`src/jl_pkg.sv`:
```
/*
  constants for the jumperless set-up, soft-reset window and card attribute decode.
  assumes the pin groups are sampled on one 25 MHz clock.
*/
package jl_pkg;
  // ----------------------------------------
  // system interface modes (strap codes)
  // ----------------------------------------
  localparam logic [1:0] MODE_PCCARD = 2'h0;
  localparam logic [1:0] MODE_ISA = 2'h1;
  localparam logic [1:0] MODE_GENERAL = 2'h2;
  localparam logic [1:0] MODE_NONE = 2'h3;

  // ----------------------------------------
  // isa register offsets (sa4..sa0)
  // ----------------------------------------
  localparam logic [4:0] ADDR_BASE_ADV = 5'h12;
  localparam logic [4:0] ADDR_STATUS = 5'h13;
  localparam logic [1:0] RESET_WIN_TOP = 2'h3;
  localparam logic [7:0] STATUS_RESET = 8'h00;
  localparam logic [7:0] ADV_READ_DATA = 8'h00;

  // ----------------------------------------
  // status fields
  // ----------------------------------------
  localparam int IRQ_HI = 7;
  localparam int IRQ_LO = 6;
  localparam int BASE_HI = 2;
  localparam logic [2:0] BASE_RESET = 3'h0;
  localparam logic [2:0] BASE_RSVD = 3'h3;
  localparam logic [2:0] UNUSED_BITS = 3'h0;
  localparam logic [1:0] IRQ_RESET = 2'h0;

  // ----------------------------------------
  // attribute area (a10..a0)
  // ----------------------------------------
  localparam logic [7:0] CCR_PAGE = 8'hfe;
  localparam logic [1:0] STRAP_WAIT = 2'h3;

  // base select code sequence, reserved code skipped
  function automatic logic [2:0] next_base(input logic [2:0] cur);
    logic [2:0] n;
    n = cur + 3'h1;
    if (n == BASE_RSVD) begin
      n = n + 3'h1;
    end
    return n;
  endfunction
endpackage

```
`src/jl_sync_if.sv`:
```
/*
  carrier for pin levels after two-flop synchronisation and their falling edges.
  assumes producer and consumer share one clock.
*/
interface jl_sync_if #(parameter int W = 8);
  logic [W-1:0] level;
  logic [W-1:0] fall;
  modport src(output level, output fall);
  modport dst(input level, input fall);
endinterface

```
`src/jl_pin_sync.sv`:
```
/*
  two-flop synchroniser with falling-edge detect for a vector of pins.
  assumes the pins are asynchronous to i_clk; reset is asynchronous, active low.
*/
module jl_pin_sync #(
  parameter int W = 8
) (
  input wire logic i_clk,         // system clock
  input wire logic i_rst_n,       // async reset, active low
  input wire logic [W-1:0] i_pin, // raw pins
  jl_sync_if.src sync             // synchronised levels and edges
);
  logic [W-1:0] meta;
  logic [W-1:0] stage;
  logic [W-1:0] prev;
  logic [W-1:0] next_meta;
  logic [W-1:0] next_stage;
  logic [W-1:0] next_prev;

  always_comb begin
    next_meta = i_pin;
    next_stage = meta;
    next_prev = stage;
  end

  // pins idle high, so reset to ones to avoid a false edge at release
  always_ff @(posedge i_clk or negedge i_rst_n) begin
    if (!i_rst_n) begin
      meta <= '1;
      stage <= '1;
      prev <= '1;
    end else begin
      meta <= next_meta;
      stage <= next_stage;
      prev <= next_prev;
    end
  end

  assign sync.level = stage;
  assign sync.fall = prev & ~stage;
endmodule

```
`src/jl_setup_regs.sv`:
```
/*
  jumperless set-up status, base-select advance, isa soft-reset window,
  and pc-card rom upper address and attribute decode.
  assumes straps are static after reset, host strobes are asynchronous pins,
  and the set-up loader supplies the interrupt code on the system clock.
*/
// What this block does
// - an eight-bit set-up status register, all zero after power-on, valid in jumperless mode
// - status bits 7:6 show the chosen interrupt line code
// - any write to the eight reset addresses reinitialises the lan core
// - that write resets internal registers but keeps base code and status
// - the reset addresses act only in isa bus mode
// - in pc card mode drive the rom upper address for id i/o reads
// - in pc card mode decode a10..a0 for card data and 7f0h-7f6h config regs
// - each read of the advance register steps the base code in jumperless mode
module jl_setup_regs (
  input wire logic I_CLK,             // 25 MHz system clock
  input wire logic I_RST_N,           // power-on reset, async, active low
  input wire logic [1:0] I_MODE,      // system interface mode strap
  input wire logic I_JUMPERLESS,      // jumperless strap, high = jumperless
  input wire logic I_CS_N,            // card/io select pin, active low
  input wire logic I_IOR_N,           // i/o read strobe pin, active low
  input wire logic I_IOW_N,           // i/o write strobe pin, active low
  input wire logic [4:0] I_SA,        // isa register address pins
  input wire logic I_REG_N,           // attribute space select pin, active low
  input wire logic [10:0] I_PA,       // card address pins a10..a0
  input wire logic I_IRQ_LOAD,        // set-up loader strobe, one cycle
  input wire logic [1:0] I_IRQ_CODE,  // interrupt line code from the loader
  output logic [7:0] O_SD,            // read data to the host bus
  output logic O_SD_OE_N,             // data output enable, low while driving
  output logic O_CORE_INIT,           // one-cycle lan core reinit pulse
  output logic O_REG_INIT,            // one-cycle internal register reset pulse
  output logic O_ROM_UPPER,           // rom upper address line
  output logic O_CIS_SEL,             // card attribute data select
  output logic [3:0] O_CCR_SEL,       // config register selects 7f0h..7f6h
  output logic [7:0] O_STATUS         // set-up status view
);
  // ----------------------------------------
  // pin synchronisation
  // ----------------------------------------
  // vector width and strobe positions follow the concatenation order below
  localparam int PW = $bits({I_MODE, I_JUMPERLESS, I_CS_N, I_IOR_N, I_IOW_N, I_SA, I_REG_N, I_PA});
  localparam int IOW_BIT = $bits({I_SA, I_REG_N, I_PA});
  localparam int IOR_BIT = $bits({I_IOW_N, I_SA, I_REG_N, I_PA});
  jl_sync_if #(.W(PW)) pins();

  jl_pin_sync #(.W(PW)) u_sync (
    .i_clk(I_CLK),
    .i_rst_n(I_RST_N),
    .i_pin({I_MODE, I_JUMPERLESS, I_CS_N, I_IOR_N, I_IOW_N, I_SA, I_REG_N, I_PA}),
    .sync(pins)
  );

  logic [1:0] s_mode;
  logic s_jl;
  logic s_cs_n;
  logic s_ior_n;
  logic s_iow_n;
  logic [4:0] s_sa;
  logic s_reg_n;
  logic [10:0] s_pa;
  logic ior_fall;
  logic iow_fall;

  assign {s_mode, s_jl, s_cs_n, s_ior_n, s_iow_n, s_sa, s_reg_n, s_pa} = pins.level;
  assign ior_fall = pins.fall[IOR_BIT];
  assign iow_fall = pins.fall[IOW_BIT];

  // ----------------------------------------
  // strap capture
  // ----------------------------------------
  // straps are taken a few cycles after release so the synchroniser has settled
  logic [1:0] strap_cnt;
  logic [1:0] mode;
  logic jl;
  logic [1:0] next_strap_cnt;
  logic [1:0] next_mode;
  logic next_jl;

  always_comb begin
    next_strap_cnt = strap_cnt;
    next_mode = mode;
    next_jl = jl;
    if (strap_cnt != jl_pkg::STRAP_WAIT) begin
      next_strap_cnt = strap_cnt + 2'h1;
      if (next_strap_cnt == jl_pkg::STRAP_WAIT) begin
        next_mode = s_mode;
        next_jl = s_jl;
      end
    end
  end

  always_ff @(posedge I_CLK or negedge I_RST_N) begin
    if (!I_RST_N) begin
      strap_cnt <= 2'h0;
      mode <= jl_pkg::MODE_NONE;
      jl <= 1'b0;
    end else begin
      strap_cnt <= next_strap_cnt;
      mode <= next_mode;
      jl <= next_jl;
    end
  end

  // ----------------------------------------
  // host access decode
  // ----------------------------------------
  logic is_isa;
  logic is_card;
  logic adv_hit;
  logic rst_hit;
  logic rd_status;
  logic rd_adv;

  assign is_isa = (mode == jl_pkg::MODE_ISA);
  assign is_card = (mode == jl_pkg::MODE_PCCARD);
  assign adv_hit = ior_fall && !s_cs_n && is_isa && jl && (s_sa == jl_pkg::ADDR_BASE_ADV);
  assign rst_hit = iow_fall && !s_cs_n && is_isa && (s_sa[4:3] == jl_pkg::RESET_WIN_TOP);
  assign rd_status = !s_ior_n && !s_cs_n && is_isa && (s_sa == jl_pkg::ADDR_STATUS);
  assign rd_adv = !s_ior_n && !s_cs_n && is_isa && (s_sa == jl_pkg::ADDR_BASE_ADV);

  // ----------------------------------------
  // set-up state and outputs
  // ----------------------------------------
  logic [2:0] base;
  logic [1:0] irq;
  logic [7:0] status;
  logic [2:0] next_base;
  logic [1:0] next_irq;
  logic [7:0] next_sd;
  logic next_sd_oe_n;
  logic next_core_init;
  logic next_rom_upper;
  logic next_cis_sel;
  logic [3:0] next_ccr_sel;

  // status has no write path at all, so host writes to it fall through
  assign status = {irq, jl_pkg::UNUSED_BITS, base};

  always_comb begin
    next_base = base;
    next_irq = irq;
    if (adv_hit) begin
      next_base = jl_pkg::next_base(base);
    end
    if (I_IRQ_LOAD && jl) begin
      next_irq = I_IRQ_CODE;
    end
    // soft reset leaves base and irq alone
    next_core_init = rst_hit;
    next_sd_oe_n = !(rd_status || rd_adv);
    next_sd = rd_status ? status : jl_pkg::ADV_READ_DATA;
    // id i/o reads take the upper rom half; attribute reads keep it low
    next_rom_upper = is_card && !s_cs_n && !s_ior_n && s_reg_n;
    next_cis_sel = 1'b0;
    next_ccr_sel = 4'h0;
    if (is_card && !s_cs_n && !s_reg_n && !s_pa[0]) begin
      if (s_pa[10:3] == jl_pkg::CCR_PAGE) begin
        next_ccr_sel = 4'h1 << s_pa[2:1];
      end else if (s_pa[10:3] < jl_pkg::CCR_PAGE) begin
        next_cis_sel = 1'b1;
      end
    end
  end

  always_ff @(posedge I_CLK or negedge I_RST_N) begin
    if (!I_RST_N) begin
      base <= jl_pkg::BASE_RESET;
      irq <= jl_pkg::IRQ_RESET;
      O_SD <= jl_pkg::STATUS_RESET;
      O_SD_OE_N <= 1'b1;
      O_CORE_INIT <= 1'b0;
      O_REG_INIT <= 1'b0;
      O_ROM_UPPER <= 1'b0;
      O_CIS_SEL <= 1'b0;
      O_CCR_SEL <= 4'h0;
      O_STATUS <= jl_pkg::STATUS_RESET;
    end else begin
      base <= next_base;
      irq <= next_irq;
      O_SD <= next_sd;
      O_SD_OE_N <= next_sd_oe_n;
      O_CORE_INIT <= next_core_init;
      O_REG_INIT <= next_core_init;
      O_ROM_UPPER <= next_rom_upper;
      O_CIS_SEL <= next_cis_sel;
      O_CCR_SEL <= next_ccr_sel;
      O_STATUS <= {next_irq, jl_pkg::UNUSED_BITS, next_base};
    end
  end

  localparam int IRQ_HI_I = jl_pkg::IRQ_HI;
  localparam int IRQ_LO_I = jl_pkg::IRQ_LO;
endmodule

```
`config.mk`:
```
export PLATFORM = sky130hd
export DESIGN_NAME = jl_setup_regs
export DESIGN_NICKNAME = d
export VERILOG_FILES = /design/src/jl_pkg.sv /design/src/jl_sync_if.sv /design/src/jl_pin_sync.sv /design/src/jl_setup_regs.sv
export SDC_FILE = /design/constraint.sdc
export NUM_CORES = 1
export LEC_CHECK = 0
export BUFFER_PORTS_ARGS = -buffer_cell sky130_fd_sc_hd__buf_2
export CAP_MARGIN = 5
export CORE_MARGIN = 8
export CORE_UTILIZATION = 56
export DETAILED_ROUTE_END_ITERATION = 10
export HOLD_SLACK_MARGIN = 0.05
export PLACE_DENSITY = 0.82
export SLEW_MARGIN = 20
export SYNTH_ARGS = -nofsm -noshare
export SYNTH_HDL_FRONTEND = slang
export SYNTH_SLANG_ARGS = --single-unit
```
`constraint.sdc`:
```
create_clock -name I_CLK -period 4.2 [get_ports I_CLK]
set_input_delay 0.21 -clock I_CLK [delete_from_list [all_inputs] [get_ports I_CLK]]
set_output_delay 0.21 -clock I_CLK [all_outputs]
set_load 0.005 [all_outputs]
```
; ---- Word level (Yosys, flattened, before mapping)
; Cells that the tools add are included.
[op_classes]
addsub = 3
n_lt_le_gt_ge = 1
eq_ne = 8
n_shift = 1
muxes = 9
n_bitwise = 2
reduce_logical = 25
[op_table]
columns = op, n
row1 = bitwise AND 19 bit, 1
row2 = NOT 19 bit, 1
row3 = logical AND 1 bit, 17
row4 = "equality test 5 bit, second input constant", 2
row5 = "equality test 8 bit, second input constant", 1
row6 = "< comparator 8 bit, second input constant", 1
row7 = two-way mux 4 bit, 2
row8 = two-way mux 8 bit, 1
row9 = "adder 3 x 1 -> 3 bit, second input constant", 2
row10 = two-way mux 3 bit, 2
row11 = logical NOT 1 bit, 5
row12 = "equality test 2 bit, second input constant", 2
row13 = "<< shifter 1 x 2 -> 4 bit, first input constant", 1
row14 = "equality test 3 x 2 -> 1 bit, second input constant", 1
row15 = two-way mux 1 bit, 3
row16 = "adder 2 x 1 -> 2 bit, second input constant", 1
row17 = "equality test 2 x 1 -> 1 bit, second input constant", 1
row18 = logical NOT 2 bit, 1
row19 = two-way mux 2 bit, 1
row20 = "inequality test 2 bit, second input constant", 1
row21 = AND reduction 2 bit, 1
row22 = logical OR 1 bit, 1
[totals]
register_bits = 96
in_bits = 28
output_inout_bits = 25
wordCells = 64

; ---- Depth between registers and ports, before layout
[depth]
depth_word = 7
depth_mapped = 5
ltp_nobuf = 5

; ---- Cells and area by module
; A second synthesis with hierarchy kept.
[hier_totals]
hier_cells = 176
hier_area_um2 = 3170.5
[by_module_without_submodules]
columns = mod, n_inst, cells_each, area_per_inst_um2, seq_area_each_um2
row1 = jl_pin_sync, 1, 92, 2129.5, 1813.0
row2 = jl_setup_regs, 1, 84, 1041.0, 579.3

; ---- Worst setup path before layout
; No wires, ideal clock.
[synth_timing]
path_kind = register to register
from = reg u_sync.stage[13], in the netlist u_sync.sync.level[13]
to = reg O_STATUS[2]
t_arrival_ns = 1.540
required_ns = 4.079
path_slack_ns = 2.538
path_stages_with_launch = 4
path_buffers = 0
cell_sequence = dfstp_2 > or4b_4 > or3_1 > o22a_1
[synth_via]
elab_chain_len = 3
[synth_lines]
columns = element, line
row1 = "start, declared", jl_pin_sync.sv:14  ; logic [W-1:0] stage;
row2 = "start signal, assigned", jl_pin_sync.sv:34  ; stage <= next_stage;
row3 = equality test 5 bit, jl_setup_regs.sv:117  ; assign adv_hit = ior_fall && !s_cs_n && is_isa && jl && (s_sa == jl_pkg::ADDR_BASE_ADV);
row4 = logical AND 1 bit, jl_setup_regs.sv:117
row5 = two-way mux 3 bit, jl_setup_regs.sv:143  ; if (adv_hit) begin
row6 = "end signal, assigned", jl_setup_regs.sv:177  ; O_STATUS <= jl_pkg::STATUS_RESET;
row7 = "end signal, assigned", jl_setup_regs.sv:188  ; O_STATUS <= {next_irq, jl_pkg::UNUSED_BITS, next_base};
row8 = "end, declared", jl_setup_regs.sv:36  ; output logic [7:0] O_STATUS
; Every way passes these cells.
; A chain may end at the register's enable or synchronous reset.

; ---- Worst setup path in the final report
[layout_timing]
from = reg mode[1]
to = reg O_CCR_SEL[1]
[layout_via]
elab_chain_len = 5
[layout_lines]
columns = element, line
row1 = "start, declared", jl_setup_regs.sv:74  ; logic [1:0] mode;
row2 = "start signal, assigned", jl_setup_regs.sv:96  ; mode <= jl_pkg::MODE_NONE;
row3 = "start signal, assigned", jl_setup_regs.sv:100  ; mode <= next_mode;
row4 = logical NOT 2 bit, jl_setup_regs.sv:116  ; assign is_card = (mode == jl_pkg::MODE_PCCARD);
row5 = logical AND 1 bit (3 in a row), jl_setup_regs.sv:157  ; if (is_card && !s_cs_n && !s_reg_n && !s_pa[0]) begin
row6 = two-way mux 4 bit, jl_setup_regs.sv:157
row7 = net next_ccr_sel[1], jl_setup_regs.sv:135  ; logic [3:0] next_ccr_sel;
row8 = "end signal, assigned", jl_setup_regs.sv:187  ; O_CCR_SEL <= next_ccr_sel;
row9 = "end, declared", jl_setup_regs.sv:35  ; output logic [3:0] O_CCR_SEL,
; The timed path passes the listed nets, and every way through them passes these cells.

==> run_results.csv <==
group,metric,value,unit
timing,relSlewSlack,47.4,%
worst_setup_path,arrival,1.97,ns
run,drv_cap,0,
power,ir_worst_vdd,377,uV
timing,fin_ws,2.43,ns
yosys,synth_xor_area_share,1.13,%
worst_setup_path,cp_slowest_cell,"or4_4",
timing,tightest_slew,0.788,ns
yosys,ys_ff_latch,71,
global_routing,antenna_found_initial,0,
clocking,cts_setup_buffers,0,
timing,finClkSkew,0.00904,ns
yosys,synth_area_leaders,"dfstp_2, dfrtp_1, mux2_2, buf_4, ha_1",
layout,area_growth_syn_to_layout,29.0,%
drt,drcViolationCount,0,
hold_path,hold_class,"input pin to asynchronous set/reset pin",
clocking,root_buffer,"clkbuf_8",
worst_setup_path,cp-end-kind,"flip-flop",
drt,ant_nets,0,
yosys,ys.flop_type,"dfstp_2",
global_routing,grt_usage,13.6,%
clocking,cts.sinks,71,
yosys,yosys_warnings,0,
power,powerDensity,426,mW/mm^2
global_routing,grt_overflow,0,
yosys,synth_fa_ha_area_share,2.16,%
yosys,synthMuxAreaShare,2.43,%
outcome,status,"complete, no violations",
clocking,htreeDepth,3,
drt,vias_per_cell,4.77,
timing,period_share,42.0,%
yosys,netlist_top_cells_count,"dfstp_2, dfrtp_1, buf_4",
clocking,cts_buffers,9,
floorplan,fp.dieW,80.4,um
floorplan,start_util,58.0,%
timing,post-route-min-period,1.77,ns
floorplan,dieArea,0.00646,mm^2
yosys,syn-instance-count,132,
yosys,synth.avg_cell_area,17.6,um^2
floorplan,num_rows,23,
clocking,cts.clk_slew.worst_paths,0.07,ns
yosys,synth_compound_area_share,2.16,%
clocking,postCtsHoldBufs,23,
timing,max_freq,0.566,GHz
yosys,yosys.area.top_type,"dfstp_2",
clocking,cts-resized-gates,0,
power,leakagePower,1.37,nW
placed_design,place_ws,2.43,ns
drt,dr.pass1.iters,4,
drt,vias,1269,
drt,wl_per_cell,15.0,um
yosys,synth.most_common_cell,"dfstp_2",
worst_setup_path,worstPathRequired,4.41,ns
yosys,synth-edff-count,0,
timing,finalMaxSlewViolations,0,
worst_setup_path,startpoint_type,"flip-flop",
clocking,clock_latency,0.33,ns
yosys,synthesis.area,0.00232,mm^2
drt,drt-initial-drc-count,47,
worst_setup_path,critPathKind,"flip-flop to flip-flop",
layout,nFillCells,234,
worst_setup_path,cp_max_fo,4,
worst_setup_path,critPathMaxStageDelay,0.57,ns
yosys,async_flop_share,100,%
yosys,yosysSeqAreaShare,79.3,%
drt,finalWirelength,3990,um
yosys,synth-simple-area-share,9.71,%
timing,finalSetupViolations,0,
timing,tns,0,ns
yosys,yosysTopAreaCellShare,57.8,%
layout,diodes,0,
layout,final_util,74.8,%
clocking,cts_buffer_depth,2,
global_routing,grt_pass1_wl,6550,um
layout,layout-drive-gt1-share,56.9,%
placed_design,finalWeightedCongestion,0.673,
floorplan,die_h,80.4,um
timing,hold_violations,0,
clocking,cts_tree,"built",
floorplan,core,0.00400,mm^2
layout,nets,243,
yosys,synthDistinctLibCells,30,
placed_design,port_buffers,46,
timing,grt_setup_unrepaired,"false",
yosys,synth_top_family_by_area,"simple AND/OR/NAND/NOR gates",
global_routing,grt_pass1_vias,1437,
floorplan,io_pins,53,
global_routing,grt_max_degree,72,
worst_setup_path,cp_cell_sequence,"or3_4 > or4_4 > nor4b_1",
placed_design,dp_hpwl,2610,um
cell type report:
| class | instances | area (um^2) | share of cell area, % |
|---|---|---|---|
| Multi-Input combinational cell | 55 | 430 | 14.4 |
| Timing Repair Buffer | 70 | 468 | 15.6 |
| Tap cell | 50 | 62.6 | 2.09 |
| Clock buffer | 13 | 159 | 5.31 |
| Clock inverter | 3 | 17.5 | 0.585 |
| Sequential cell | 71 | 1840 | 61.5 |
| Inverter | 4 | 15.0 | 0.502 |
report_power, final:
part	internal [mW]	switching, mW	total [mW]
sequential	0.732	0.0142	0.746
combinational	0.0330	0.0267	0.0596
clock	0.245	0.223	0.468
per-layer routing:
metal / share of wire (%) / track usage (%)
met5: 0 / 0
met4: 2.5 / 8.73
met3: 6.4 / 5.25
met2: 56 / 24.1
met1: 35 / 12.8
cell usage in the layout, fill, tap and decap left out, drive strengths merged, types with 3 or more instances in the layout:
cell         Yosys  routed
conb             1       6
buf              7      47
xnor2            3       3
dlygate4sd3      0      23
dfrtp           20      20
nand2            4       4
dfstp           51      51
nor2             3       3
ha               4       4
clkbuf           0      13
nor3             3       3
mux2             5       5
and3             5       5
inv              4       4
per-stage QoR:
| stage | hold slack [ns] | instance area, um^2 | power (mW) | std cells |
|---|---|---|---|---|
| after global routing | 0.105 | 2990 | 1.33 | 266 |
| after floorplan | -0.0856 | 2340 | 0.769 | 137 |
| after detailed placement | 0.316 | 2590 | 0.801 | 227 |
| after CTS | 0.0640 | 2990 | 1.28 | 266 |
| final | 0.0601 | 2990 | 1.27 | 266 |
| after global placement | 0.315 | 2590 | 0.795 | 227 |
critical path: cells and delay by family, from the launching register on:
family	cells	cell delay, ns
AND/OR/NAND/NOR	3	1.27
flip-flops	1	0.37
registers in the layout, summed over array words and instances (netlist names), 2 cells and up:
name               count
mode                   2
O_STATUS               2
u_sync.meta           23
u_sync.sync.level     23
O_SD                   5
O_CCR_SEL              4
base                   2
strap_cnt              2
u_sync.prev            2
logic make-up (layout without fill, tap and decap cells):
family	count (synthesis)	count (layout)
simple gates	31	31
other cells	1	6
buf+inv	11	90
compound gates	6	6
mux	5	5
xor+xnor	3	3
flops	71	71
fa+ha+maj	4	4
worst paths after layout:
path	start	end	slack, ns	cells past startpoint
min	I_RST_N	O_ROM_UPPER	0.06	2
max in group asynchronous	I_RST_N	O_CCR_SEL[2]	3.64	2
max	mode[1]	O_CCR_SEL[1]	2.43	3
min reg2reg	u_sync.meta[7]	u_sync.sync.level[7]	0.35	0
max reg2reg	mode[1]	O_CCR_SEL[1]	2.43	3
min in group I_CLK	I_IRQ_CODE[1]	O_STATUS[7]	0.12	2
Note: power is estimated with default switching activity, not from simulation.
